**src/bmc_pkg.sv**
```systemverilog
/*
 * Constants and types for the basic mode control register block.
 * Assumes a 200 MHz management-domain clock and one 16-bit register
 * reached over serial management frames at register address zero.
 */
`default_nettype none

package bmc_pkg;

	// Clock and timing
	localparam int unsigned CLK_PERIOD_NS = 5;
	localparam int unsigned LOOPBACK_DEAD_NS = 500000;
	localparam int unsigned SWRST_TIME_NS = 100;
	localparam int unsigned SWRST_CYCLES = (SWRST_TIME_NS + CLK_PERIOD_NS - 1) / CLK_PERIOD_NS;

	// Register address and field positions
	localparam logic [4:0] REG_ADDR_BMC = 5'h00;
	localparam int unsigned BIT_RESET = 15;
	localparam int unsigned BIT_LOOPBACK = 14;
	localparam int unsigned BIT_SPEED = 13;
	localparam int unsigned BIT_AN_EN = 12;
	localparam int unsigned BIT_POWER_DOWN = 11;
	localparam int unsigned BIT_ISOLATE = 10;
	localparam int unsigned BIT_RESTART = 9;
	localparam int unsigned BIT_DUPLEX = 8;
	localparam int unsigned BIT_COL_TEST = 7;

	// Management frame fields
	localparam logic [1:0] OP_READ = 2'h2;
	localparam logic [1:0] OP_WRITE = 2'h1;
	localparam logic [3:0] HDR_BITS_LEFT = 4'hC;
	localparam logic [3:0] TA_BITS_LEFT = 4'h1;
	localparam logic [3:0] DATA_BITS_LEFT = 4'hF;

	// Basic mode control register layout
	typedef struct packed {
		logic reset_busy;
		logic loopback;
		logic speed_100;
		logic an_enable;
		logic power_down;
		logic isolate;
		logic restart_an;
		logic full_duplex;
		logic col_test;
		logic [6:0] reserved;
	} bmc_ctrl_t;

	localparam bmc_ctrl_t CTRL_RESET = 16'h8000;

	// Nibble-wide media independent interface group
	typedef struct packed {
		logic valid;
		logic error;
		logic [3:0] data;
	} bmc_mii_t;

	localparam bmc_mii_t MII_IDLE = 6'h00;

	// Serial management receiver states
	typedef enum logic [4:0] {
		MDIO_IDLE = 5'b00001,
		MDIO_HDR = 5'b00010,
		MDIO_TA = 5'b00100,
		MDIO_RD = 5'b01000,
		MDIO_WR = 5'b10000
	} bmc_mdio_state_t;

endpackage

`default_nettype wire
```
**src/bmc_basic_mode_control.sv**
```systemverilog
/*
 * Basic mode control register of a 10/100 transceiver, with its serial
 * management slave, strap reload, loopback, isolate, power down,
 * forced mode resolution and collision test.
 * Assumes mdc and all other inputs are synchronous to clk, the
 * negotiation engine acknowledges a restart with an_initiated, and the
 * pad logic resolves mdio from mdio_out and mdio_oe.
 */
`timescale 1ns/100ps
`default_nettype none

// What this block does
// - Bit 15 starts reset, reads one meanwhile
// - Software reset reloads fields from straps
// - Loopback routes transmit data to receive
// - Loopback start hides receive data 500 us
// - Forced speed: one is 100, zero 10
// - Negotiation enable loads from strap, writable
// - Fiber mode forces negotiation enable off on strap reload only
// - Negotiation on ignores speed and duplex bits
// - Negotiation off: bits alone set mode
// - Power down stops all but registers
// - Isolate detaches interface, management still works
// - Restart bit restarts negotiation from start
// - Restart ignored while negotiation disabled
// - Restart reads one until negotiation initiated
// - Writing zero leaves running negotiation alone
// - Forced duplex: one full, zero half
// - Collision test raises col after tx_en
// - Collision test drops col after tx_en
// - Bits 6:0 ignore writes, read zero
// - Self-clearing bits drop when event ends
module bmc_basic_mode_control #(
	parameter int unsigned LOOPBACK_DEAD_CYCLES =
		bmc_pkg::LOOPBACK_DEAD_NS / bmc_pkg::CLK_PERIOD_NS
) (
	input wire logic clk,
	input wire logic reset,
	input wire logic clk_en,
	input wire logic [4:0] phy_address,
	input wire logic mdc,
	input wire logic mdio_in,
	output logic mdio_out,
	output logic mdio_oe,
	input wire logic strap_speed_100,
	input wire logic strap_full_duplex,
	input wire logic strap_an_enable,
	input wire logic fiber_mode_enable,
	input wire logic an_initiated,
	input wire logic an_speed_100,
	input wire logic an_full_duplex,
	output logic an_enable,
	output logic an_restart_req,
	output logic power_down,
	output logic op_speed_100,
	output logic op_full_duplex,
	input wire bmc_pkg::bmc_mii_t mii_tx,
	output bmc_pkg::bmc_mii_t mii_rx,
	output logic mii_col,
	input wire bmc_pkg::bmc_mii_t line_rx,
	input wire logic line_col,
	output bmc_pkg::bmc_mii_t line_tx
);

	// Serial management receiver state
	bmc_pkg::bmc_mdio_state_t state_ff;
	bmc_pkg::bmc_mdio_state_t nxt_state;
	logic mdc_q_ff;
	logic [3:0] cnt_ff;
	logic [3:0] nxt_cnt;
	logic [11:0] hdr_ff;
	logic [11:0] nxt_hdr;
	logic [15:0] sr_ff;
	logic [15:0] nxt_sr;
	logic own_ff;
	logic nxt_own;
	logic is_read_ff;
	logic nxt_is_read;
	logic mdio_out_ff;
	logic nxt_mdio_out;
	logic mdio_oe_ff;
	logic nxt_mdio_oe;

	// Register and its side state
	bmc_pkg::bmc_ctrl_t ctrl_ff;
	bmc_pkg::bmc_ctrl_t nxt_ctrl;
	logic [7:0] swrst_cnt_ff;
	logic [7:0] nxt_swrst_cnt;
	logic [16:0] dead_cnt_ff;
	logic [16:0] nxt_dead_cnt;

	// Datapath and mode outputs
	bmc_pkg::bmc_mii_t mii_rx_ff;
	bmc_pkg::bmc_mii_t nxt_mii_rx;
	bmc_pkg::bmc_mii_t line_tx_ff;
	bmc_pkg::bmc_mii_t nxt_line_tx;
	logic col_ff;
	logic nxt_col;
	logic speed_ff;
	logic nxt_speed;
	logic duplex_ff;
	logic nxt_duplex;

	// Frame decode
	wire mdc_rise = mdc & ~mdc_q_ff;
	wire [12:0] hdr_full = {hdr_ff, mdio_in};
	wire hdr_start_ok = hdr_full[12];
	wire [1:0] hdr_op = hdr_full[11:10];
	wire [4:0] hdr_phy = hdr_full[9:5];
	wire [4:0] hdr_reg = hdr_full[4:0];
	wire hdr_op_ok = (hdr_op == bmc_pkg::OP_READ) | (hdr_op == bmc_pkg::OP_WRITE);
	wire hdr_own = (hdr_phy == phy_address) & (hdr_reg == bmc_pkg::REG_ADDR_BMC);
	wire last_bit = (cnt_ff == 4'h0);
	wire [15:0] wdata = {sr_ff[14:0], mdio_in};
	wire wr_fire = mdc_rise & (state_ff == bmc_pkg::MDIO_WR) & last_bit & own_ff;

	// Register view and write effects
	wire [15:0] rd_value = {ctrl_ff[15:7], 7'h00};
	wire swrst_busy = (swrst_cnt_ff != 8'h00);
	wire wr_reset = wr_fire & wdata[bmc_pkg::BIT_RESET];
	wire restart_set = wr_fire & wdata[bmc_pkg::BIT_RESTART] & wdata[bmc_pkg::BIT_AN_EN];
	wire lb_rise = ~ctrl_ff.loopback & nxt_ctrl.loopback;
	wire dead = (dead_cnt_ff != 17'h00000);
	wire quiet = ctrl_ff.isolate | ctrl_ff.power_down;

	// Serial management frame walker, stepping on each mdc rising edge
	always_comb
	begin
		nxt_state = state_ff;
		nxt_cnt = cnt_ff;
		nxt_hdr = hdr_ff;
		nxt_sr = sr_ff;
		nxt_own = own_ff;
		nxt_is_read = is_read_ff;
		nxt_mdio_out = mdio_out_ff;
		nxt_mdio_oe = mdio_oe_ff;
		if (mdc_rise)
		begin
			case (state_ff)
				bmc_pkg::MDIO_IDLE:
				begin
					nxt_mdio_oe = 1'b0;
					// First zero after idle ones opens a frame
					if (!mdio_in)
					begin
						nxt_state = bmc_pkg::MDIO_HDR;
						nxt_cnt = bmc_pkg::HDR_BITS_LEFT;
						nxt_hdr = 12'h000;
					end
				end
				bmc_pkg::MDIO_HDR:
				begin
					nxt_hdr = hdr_full[11:0];
					nxt_cnt = cnt_ff - 4'h1;
					if (last_bit)
					begin
						nxt_own = hdr_own;
						nxt_is_read = (hdr_op == bmc_pkg::OP_READ);
						nxt_cnt = bmc_pkg::TA_BITS_LEFT;
						// Bad start or opcode drops back to hunting
						nxt_state = (hdr_start_ok & hdr_op_ok) ?
							bmc_pkg::MDIO_TA : bmc_pkg::MDIO_IDLE;
					end
				end
				bmc_pkg::MDIO_TA:
				begin
					nxt_cnt = cnt_ff - 4'h1;
					if (!last_bit)
					begin
						// Second turnaround bit is driven low on reads
						nxt_mdio_oe = own_ff & is_read_ff;
						nxt_mdio_out = 1'b0;
					end
					else
					begin
						nxt_cnt = bmc_pkg::DATA_BITS_LEFT;
						nxt_state = is_read_ff ? bmc_pkg::MDIO_RD : bmc_pkg::MDIO_WR;
						nxt_mdio_out = rd_value[15];
						nxt_sr = {rd_value[14:0], 1'b0};
					end
				end
				bmc_pkg::MDIO_RD:
				begin
					nxt_cnt = cnt_ff - 4'h1;
					nxt_mdio_out = sr_ff[15];
					nxt_sr = {sr_ff[14:0], 1'b0};
					if (last_bit)
					begin
						nxt_mdio_oe = 1'b0;
						nxt_state = bmc_pkg::MDIO_IDLE;
					end
				end
				bmc_pkg::MDIO_WR:
				begin
					nxt_cnt = cnt_ff - 4'h1;
					nxt_sr = wdata;
					if (last_bit)
					begin
						nxt_state = bmc_pkg::MDIO_IDLE;
					end
				end
				default:
				begin
					nxt_state = bmc_pkg::MDIO_IDLE;
					nxt_mdio_oe = 1'b0;
				end
			endcase
		end
	end

	// Register next value; strap reload holds for the whole reset process
	always_comb
	begin
		nxt_ctrl = ctrl_ff;
		nxt_swrst_cnt = swrst_cnt_ff;
		if (swrst_busy)
		begin
			nxt_swrst_cnt = swrst_cnt_ff - 8'h01;
			nxt_ctrl = bmc_pkg::CTRL_RESET;
			nxt_ctrl.reset_busy = (swrst_cnt_ff != 8'h01);
			nxt_ctrl.speed_100 = strap_speed_100;
			nxt_ctrl.full_duplex = strap_full_duplex;
			nxt_ctrl.an_enable = strap_an_enable & ~fiber_mode_enable;
		end
		else if (wr_reset)
		begin
			nxt_swrst_cnt = 8'(bmc_pkg::SWRST_CYCLES);
			nxt_ctrl.reset_busy = 1'b1;
		end
		else
		begin
			if (wr_fire)
			begin
				nxt_ctrl.loopback = wdata[bmc_pkg::BIT_LOOPBACK];
				nxt_ctrl.speed_100 = wdata[bmc_pkg::BIT_SPEED];
				nxt_ctrl.an_enable = wdata[bmc_pkg::BIT_AN_EN];
				nxt_ctrl.power_down = wdata[bmc_pkg::BIT_POWER_DOWN];
				nxt_ctrl.isolate = wdata[bmc_pkg::BIT_ISOLATE];
				nxt_ctrl.full_duplex = wdata[bmc_pkg::BIT_DUPLEX];
				nxt_ctrl.col_test = wdata[bmc_pkg::BIT_COL_TEST];
			end
			// Set wins over the acknowledge; a written zero never clears it
			nxt_ctrl.restart_an = restart_set | (ctrl_ff.restart_an & ~an_initiated);
		end
		nxt_ctrl.reserved = 7'h00;
	end

	// Loopback dead time: receive stays empty after loopback turns on
	always_comb
	begin
		nxt_dead_cnt = dead_cnt_ff;
		if (lb_rise)
		begin
			nxt_dead_cnt = 17'(LOOPBACK_DEAD_CYCLES);
		end
		else if (dead)
		begin
			nxt_dead_cnt = dead_cnt_ff - 17'h00001;
		end
	end

	// Receive side: loopback, isolate and power down selection
	always_comb
	begin
		nxt_mii_rx = ctrl_ff.loopback ? mii_tx : line_rx;
		if (ctrl_ff.loopback & dead)
		begin
			nxt_mii_rx = bmc_pkg::MII_IDLE;
		end
		if (quiet)
		begin
			nxt_mii_rx = bmc_pkg::MII_IDLE;
		end
		// Looped frames do not go out on the line
		nxt_line_tx = (quiet | ctrl_ff.loopback) ? bmc_pkg::MII_IDLE : mii_tx;
	end

	// Collision test follows tx_en one cycle later, well inside the limits
	assign nxt_col = ~quiet & ((ctrl_ff.col_test & mii_tx.valid) | (~ctrl_ff.loopback & line_col));

	// Operating mode resolution
	assign nxt_speed = ctrl_ff.an_enable ? an_speed_100 : ctrl_ff.speed_100;
	assign nxt_duplex = ctrl_ff.an_enable ? an_full_duplex : ctrl_ff.full_duplex;

	// Management receiver flops
	always_ff @(posedge clk)
	begin
		if (reset)
		begin
			state_ff <= bmc_pkg::MDIO_IDLE;
			mdc_q_ff <= 1'b1; // Idle high, so no false rise after reset
			cnt_ff <= 4'h0;
			hdr_ff <= 12'h000;
			sr_ff <= 16'h0000;
			own_ff <= 1'b0;
			is_read_ff <= 1'b0;
			mdio_out_ff <= 1'b0;
			mdio_oe_ff <= 1'b0;
		end
		else if (clk_en)
		begin
			state_ff <= nxt_state;
			mdc_q_ff <= mdc;
			cnt_ff <= nxt_cnt;
			hdr_ff <= nxt_hdr;
			sr_ff <= nxt_sr;
			own_ff <= nxt_own;
			is_read_ff <= nxt_is_read;
			mdio_out_ff <= nxt_mdio_out;
			mdio_oe_ff <= nxt_mdio_oe;
		end
	end

	// Register flops; hardware reset runs the same strap reload as software
	always_ff @(posedge clk)
	begin
		if (reset)
		begin
			ctrl_ff <= bmc_pkg::CTRL_RESET;
			swrst_cnt_ff <= 8'(bmc_pkg::SWRST_CYCLES);
			dead_cnt_ff <= 17'h00000;
		end
		else if (clk_en)
		begin
			ctrl_ff <= nxt_ctrl;
			swrst_cnt_ff <= nxt_swrst_cnt;
			dead_cnt_ff <= nxt_dead_cnt;
		end
	end

	// Datapath and mode flops
	always_ff @(posedge clk)
	begin
		if (reset)
		begin
			mii_rx_ff <= bmc_pkg::MII_IDLE;
			line_tx_ff <= bmc_pkg::MII_IDLE;
			col_ff <= 1'b0;
			speed_ff <= 1'b0;
			duplex_ff <= 1'b0;
		end
		else if (clk_en)
		begin
			mii_rx_ff <= nxt_mii_rx;
			line_tx_ff <= nxt_line_tx;
			col_ff <= nxt_col;
			speed_ff <= nxt_speed;
			duplex_ff <= nxt_duplex;
		end
	end

	// Outputs straight from flops
	assign mdio_out = mdio_out_ff;
	assign mdio_oe = mdio_oe_ff;
	assign an_enable = ctrl_ff.an_enable;
	assign an_restart_req = ctrl_ff.restart_an;
	assign power_down = ctrl_ff.power_down;
	assign op_speed_100 = speed_ff;
	assign op_full_duplex = duplex_ff;
	assign mii_rx = mii_rx_ff;
	assign mii_col = col_ff;
	assign line_tx = line_tx_ff;

endmodule // bmc_basic_mode_control

`default_nettype wire

```
**config.mk**
```make
export PLATFORM = sky130hd
export DESIGN_NAME = bmc_basic_mode_control
export DESIGN_NICKNAME = d
export VERILOG_FILES = /design/src/bmc_pkg.sv /design/src/bmc_basic_mode_control.sv
export SDC_FILE = /design/constraint.sdc
export NUM_CORES = 1
export LEC_CHECK = 0
export ABC_AREA = 1
export BUFFER_PORTS_ARGS = -buffer_cell sky130_fd_sc_hd__buf_2
export CAP_MARGIN = 15
export CORE_ASPECT_RATIO = 0.75
export CORE_MARGIN = 1
export CORE_UTILIZATION = 53
export DETAILED_ROUTE_END_ITERATION = 7
export GPL_ROUTABILITY_DRIVEN = 0
export PLACE_DENSITY = 0.74
export SYNTH_ARGS = -nofsm -noshare
export SYNTH_HDL_FRONTEND = slang
export SYNTH_SLANG_ARGS = --single-unit
```
**constraint.sdc**
```tcl
create_clock -name clk -period 1.7 [get_ports clk]
set_clock_uncertainty 0.05 [all_clocks]
set_input_delay 0.34 -clock clk [delete_from_list [all_inputs] [get_ports clk]]
set_output_delay 0.34 -clock clk [all_outputs]
set_load 0.03 [all_outputs]
```
==> results of run 1 <==
==> tightest hold or removal path: cells and delay by family <==
kind            cells  cell delay, ns
buf+inv             1            0.11
simple gates        1            0.06
compound gates      1            0.05
==> cells in the mapped netlist, drive strengths merged <==
library cell / number
nand2: 181
nor2: 100
dfxtp: 91
a21oi: 68
inv: 65
nand3: 43
o21ai: 38
buf: 13
clkbuf: 13
nand4: 13
xor2: 10
o211ai: 9
xnor2: 8
ha: 7
nor3: 7
a31oi: 4
or2: 4
o22ai: 3
a21boi: 2
nand3b: 2
a2bb2oi: 1
nor4: 1
o21a: 1
o21bai: 1
o31ai: 1
==> sequential cells by signal, indices dropped and copies added (netlist names), 4 cells and up <==
signal / flops
dead_cnt_ff: 17
ctrl_ff: 6
mii_rx: 6
state_ff: 5
line_tx: 6
swrst_cnt_ff: 8
hdr_ff: 12
cnt_ff: 4
sr_ff: 16
==> worst paths after layout <==
path,slack (ns),endpoint,cells past startpoint,startpoint
hold reg to reg,0.42,sr_ff[15],2,sr_ff[15]
setup / recovery,-0.11,dead_cnt_ff[2],12,cnt_ff[0]
hold / removal,0.21,line_tx[2],3,mii_tx[2]
setup reg to reg,-0.11,dead_cnt_ff[2],12,cnt_ff[0]
==> kinds of logic after synthesis <==
| family | after synthesis | synth area share |
|---|---|---|
| xor gates and xnor gates | 18 | 0.0336 |
| adders and majority gates | 7 | 0.0187 |
| AOI/OAI and AO/OA | 128 | 0.150 |
| DFF | 91 | 0.388 |
| and+or+nand+nor | 351 | 0.328 |
| buffers and inverters | 91 | 0.0813 |
==> through the flow <==
stage | instances | power [mW]
floorplan | 686 | 2.90
global placement | 863 | 3.14
detailed placement | 863 | 3.16
CTS | 893 | 5.24
global route | 900 | 5.54
finish | 900 | 5.32
==> cell type report <==
type	count	area, um^2	area share
clock buffers	10	239	0.0391
clock inverters	6	63.8	0.0105
inverters	65	256	0.0420
multi-input cells	504	2700	0.442
flip-flops and latches	91	1830	0.299
well taps	108	135	0.0221
repair buffers	116	887	0.145
==> timing repair <==
item,CTS,global route
endpoints found under the setup margin,34,66
pin swaps,2,7
gates cloned,2,0
gates resized for setup,26,56
setup buffers,12,7
==> power groups by stage <==
stage,Clock [mW],Sequential [mW],Combinational [mW]
after floorplan,0,2.38,0.523
after global placement,0,2.34,0.798
after detailed placement,0,2.35,0.816
after CTS,2.07,2.30,0.881
after global routing,2.15,2.32,1.07
final,2.04,2.31,0.965
==> metal layers <==
metal / vias to the layer above / share of wire / wire, um / track usage
li1: 2427 / - / - / -
met1: 2270 / 0.47 / 6030 / 0.375
met2: 155 / 0.46 / 5950 / 0.452
met3: 15 / 0.057 / 729 / 0.0574
met4: 0 / 0.012 / 148 / 0.0933
met5: - / 0 / 0 / 0
==> flow_metrics.env, run 1 <==
export IMPL_cts_tree="done"
export IMPL_pwr_density_cell_nw_per_um2=871
export IMPL_clkTransAtPathRegs_ns=0.07
export IMPL_synthDistinctLibCells=38
export IMPL_finalHoldViolations=0
export IMPL_p_sw_mw=1.51
export IMPL_ant_nets=0
export IMPL_vias=4867
export IMPL_critPathMaxFanout=9
export IMPL_path_buf_inv=3
export IMPL_combPwrFrac=0.182
export IMPL_design_area_um2=6100
export IMPL_p_leak_nw=2.69
export IMPL_wl_per_cell_um=14.3
export IMPL_htreeDepth=3
export IMPL_final_common_cell="nand2_1"
export IMPL_via_per_inst=5.41
export IMPL_ios=50
export IMPL_coreArea_um2=8530
export IMPL_antenna_found_initial=0
export IMPL_critPathKind="reg2reg"
export IMPL_routed_wl_mm=12.8
export IMPL_clock_path_buffers=2
export IMPL_timing_final_ws_setup_ns=-0.112
export IMPL_synth_top_area_share=0.388
export IMPL_drtIter0Drc=445
export IMPL_syn_inst=686
export IMPL_cp_top_family="simple AND/OR/NAND/NOR gates"
export IMPL_maxSlewHeadroom=0.668
export IMPL_final_layout_size_suffix_gt1_frac=0.275
export IMPL_syn_area_per_cell_um2=6.84
export IMPL_slew_viol_final=0
export IMPL_path_cells="inv_2 -> ha_4 -> nand2_4 -> nor2_4 -> nand2_2 -> nor2_4 -> nand4_4 -> a21oi_4 -> buf_12 -> buf_16 -> nor2_1 -> nor2_1"
export IMPL_die_h_um=83.5
export IMPL_cpPeakStageDelay_ns=0.33
export IMPL_hp_class="in2reg"
export IMPL_yosys_warnings=0
export IMPL_ir_drop_mv=0.578
export IMPL_synth_area_leader_cell="dfxtp_1"
export IMPL_rows=29
export IMPL_root_buffer="clkbuf_16"
export IMPL_drc_errors=0
export IMPL_hold_buffers=0
export IMPL_cp_data_required_time_ns=1.92
export IMPL_dp_slack_ns=-0.0822
export IMPL_cp_arrival_ns=2.04
export IMPL_cts_sinks=91
export IMPL_status="complete, but fails checks"
export IMPL_violations="setup timing"
export IMPL_die_w_um=111
export IMPL_synth_net_count=723
export IMPL_hpwlAfterDp_mm=8.41
export IMPL_mostFrequentLayoutCells="nand2_1, dfxtp_1, nor2_1"
export IMPL_start_util=0.550
export IMPL_synth_area_um2=4690
export IMPL_grt_max_degree=50
export IMPL_switching_share=0.285
export IMPL_drt_pass1_iter_count=5
export IMPL_finalSetupViolations=25
export IMPL_yosysSeqAreaShare=0.388
export IMPL_grt_pass1_vias=4518
export IMPL_tightestPinTransition_ns=0.493
export IMPL_globalRouteTotalUtil=0.280
export IMPL_worst_hold_slack_ns=0.208
export IMPL_min_period_over_period=1.07
export IMPL_synth_area_top_cells="dfxtp_1, nand2_1, a21oi_1"
export IMPL_worstSkewPairLatency_ns=0.35
export IMPL_worstSetupStartpointType="flip-flop"
export IMPL_clkPwrFrac=0.384
export IMPL_crit_path_end_kind="flip-flop"
export IMPL_tns_ns=-0.871
export IMPL_rsz0062_at_grt="true"
export IMPL_clock_fmax_ghz=0.552
export IMPL_power_internal_mw=3.80
export IMPL_area_delta_synth_final_pct=30.1
export IMPL_port_buffers=49
export IMPL_cap_violations=0
export IMPL_grt_pass1_wl_mm=21.0
export IMPL_critPathSlowestCell="dfxtp_2"
export IMPL_diodes=0
export IMPL_ys_ff_latch=91
export IMPL_pwr_share_seq=0.434
export IMPL_fillers=663
export IMPL_fin_nets=824
export IMPL_dpl_cell_area_um2=5340
export IMPL_grt_ovfl_total=0
export IMPL_post_route_min_period_ns=1.81
export IMPL_dieArea_um2=9240
export IMPL_post_route_util=0.716
export IMPL_cts_buffers=9
Power figures use the tool's default switching activity.
==> inputs of run 2 (changes only) <==
--- a/config.mk
+++ b/config.mk
@@ -6,7 +6,7 @@
 export NUM_CORES = 1
 export LEC_CHECK = 0
 export ABC_AREA = 1
-export BUFFER_PORTS_ARGS = -buffer_cell sky130_fd_sc_hd__buf_2
+export BUFFER_PORTS_ARGS = -buffer_cell sky130_fd_sc_hd__buf_4
 export CAP_MARGIN = 15
 export CORE_ASPECT_RATIO = 0.75
 export CORE_MARGIN = 1
==> run 2 against run 1 <==
  * The run ends with DRC, setup timing left
  * Non-clock buffer count is 4 higher
  * Combinational power is 9.8% higher
  * Worst setup slack worse by 0.024 ns
  * Maximum frequency is 1.3% lower
  * Cell count is 0.67% higher
  * Critical endpoint is now dead_cnt_ff[1]
  * Largest cell class unchanged
  * Highest routed layer unchanged
==> flow_metrics.env, run 2 (same netlist as run 1, synthesis figures left out) <==
export IMPL_root_buffer="clkbuf_16"
export IMPL_final_layout_size_suffix_gt1_frac=0.318
export IMPL_status="complete, but fails checks"
export IMPL_dieArea_um2=9240
export IMPL_cap_violations=0
export IMPL_violations="DRC, setup timing"
export IMPL_tightestPinTransition_ns=0.387
export IMPL_cts_buffers=9
export IMPL_clkTransAtPathRegs_ns=0.07
export IMPL_critPathSlowestCell="dfxtp_2"
export IMPL_cpPeakStageDelay_ns=0.32
export IMPL_cts_tree="done"
export IMPL_slew_viol_final=0
export IMPL_grt_max_degree=43
export IMPL_p_leak_nw=2.82
export IMPL_area_delta_synth_final_pct=38.2
export IMPL_vias=5079
export IMPL_min_period_over_period=1.08
export IMPL_worstSetupStartpointType="flip-flop"
export IMPL_routed_wl_mm=14.2
export IMPL_antenna_found_initial=0
export IMPL_wl_per_cell_um=15.7
export IMPL_start_util=0.550
export IMPL_fin_nets=830
export IMPL_coreArea_um2=8530
export IMPL_timing_final_ws_setup_ns=-0.136
export IMPL_worstSkewPairLatency_ns=0.35
export IMPL_pwr_density_cell_nw_per_um2=837
export IMPL_htreeDepth=3
export IMPL_drtIter0Drc=309
export IMPL_multi_input_area_um2=2890
export IMPL_via_per_inst=5.61
export IMPL_post_route_util=0.760
export IMPL_cp_arrival_ns=2.03
export IMPL_die_h_um=83.5
export IMPL_die_w_um=111
export IMPL_drc_errors=2
export IMPL_mostFrequentLayoutCells="nand2_1, buf_4, dfxtp_1"
export IMPL_critPathMaxFanout=5
export IMPL_hold_buffers=0
export IMPL_grt_ovfl_total=0
export IMPL_grt_pass1_vias=4631
export IMPL_path_cells="inv_2 -> ha_4 -> nand2_4 -> nor2_4 -> nand2_2 -> nor2_4 -> nand4_4 -> a21oi_4 -> buf_6 -> buf_16 -> nand2_2 -> nand2_1 -> nor2_2"
export IMPL_cp_data_required_time_ns=1.89
export IMPL_clock_path_buffers=2
export IMPL_globalRouteTotalUtil=0.285
export IMPL_seqCellArea_um2=1830
export IMPL_final_common_cell="nand2_1"
export IMPL_regMostFlops="dead_cnt_ff"
export IMPL_top_regs="dead_cnt_ff x17, sr_ff x16, hdr_ff x12"
export IMPL_critPathKind="reg2reg"
export IMPL_grt_pass1_wl_mm=21.4
export IMPL_hpwlAfterDp_mm=8.55
export IMPL_fillers=594
export IMPL_design_area_um2=6480
export IMPL_ant_nets=0
export IMPL_finalHoldViolations=0
export IMPL_finalSetupViolations=36
export IMPL_rsz0062_at_grt="true"
export IMPL_drt_pass1_iter_count=7
export IMPL_diodes=0
export IMPL_dpl_cell_area_um2=5500
export IMPL_ir_drop_mv=0.864
export IMPL_crit_path_end_kind="flip-flop"
export IMPL_ios=50
export IMPL_clock_fmax_ghz=0.545
export IMPL_rows=29
export IMPL_cts_sinks=91
export IMPL_post_route_min_period_ns=1.84
export IMPL_largest_register_ffs=17
export IMPL_maxSlewHeadroom=0.742
export IMPL_port_buffers=49
export IMPL_hp_class="in2reg"
run 2: changes by cell type in the layout (fill, tap and decap cells not counted), sizes merged:
cell	before	now
clkinvlp	2	4
nand2	181	182
clkinv	3	2
inv	65	66
buf	116	119
run 2: routing by layer:
metal  global-route usage  part of all wire  vias to the layer above
met5                    0                 0                        -
met4               0.0994             0.018                        0
met3               0.0784             0.071                       29
met2                0.458              0.49                      207
met1                0.370              0.42                     2402
li1                     -                 -                     2441
run 2: critical path, delay by kind of cell, from the launching register on:
kind            cells  cell delay (ns)
flops               1             0.32
compound gates      1             0.19
simple gates        8             0.67
buf+inv             3             0.35
fa+ha+maj           1             0.14
run 2: cell type report:
class / count / share of cell area
flip-flops and latches: 91 / 0.282
multi-input cells: 505 / 0.446
repair inverters: 1 / 0.00116
well taps: 108 / 0.0208
clock inverters: 7 / 0.0116
clock buffers: 9 / 0.0347
repair buffers: 120 / 0.163
inverters: 65 / 0.0403
run 2: path summary, 6_finish.rpt:
check                                      end  cells after the start       start  slack [ns]
worst min-delay path                line_tx[0]                      3   mii_tx[0]        0.21
worst min register to register      line_tx[0]                      2  line_tx[0]        0.42
worst max-delay path            dead_cnt_ff[1]                     13   cnt_ff[1]       -0.14
worst max register to register  dead_cnt_ff[1]                     13   cnt_ff[1]       -0.14
run 2: where the power goes:
| group | internal [mW] | switching, mW | total [mW] |
|---|---|---|---|
| logic | 0.450 | 0.614 | 1.06 |
| clock network | 1.15 | 0.896 | 2.04 |
| registers | 2.22 | 0.0949 | 2.32 |
run 2: what timing repair did:
action	CTS	global route
pin swaps	7	24
gates cloned	3	2
resized for setup	46	94
endpoints found under the setup margin	58	63
setup buffers	15	5
run 2: metrics by stage:
| stage | cells | total power, mW | setup slack (ns) | hold WS [ns] | TNS (ns) |
|---|---|---|---|---|---|
| 2_1_floorplan | 686 | 2.90 | 0.00906 | 0.375 | 0 |
| 3_3_place_gp | 867 | 3.17 | -0.0666 | 0.392 | -1.03 |
| 3_5_place_dp | 867 | 3.20 | -0.203 | 0.388 | -3.60 |
| 4_1_cts | 900 | 5.30 | -0.0312 | 0.195 | -0.102 |
| 5_1_grt | 906 | 5.63 | -0.198 | 0.203 | -5.44 |
| 6_report | 906 | 5.43 | -0.136 | 0.205 | -1.75 |
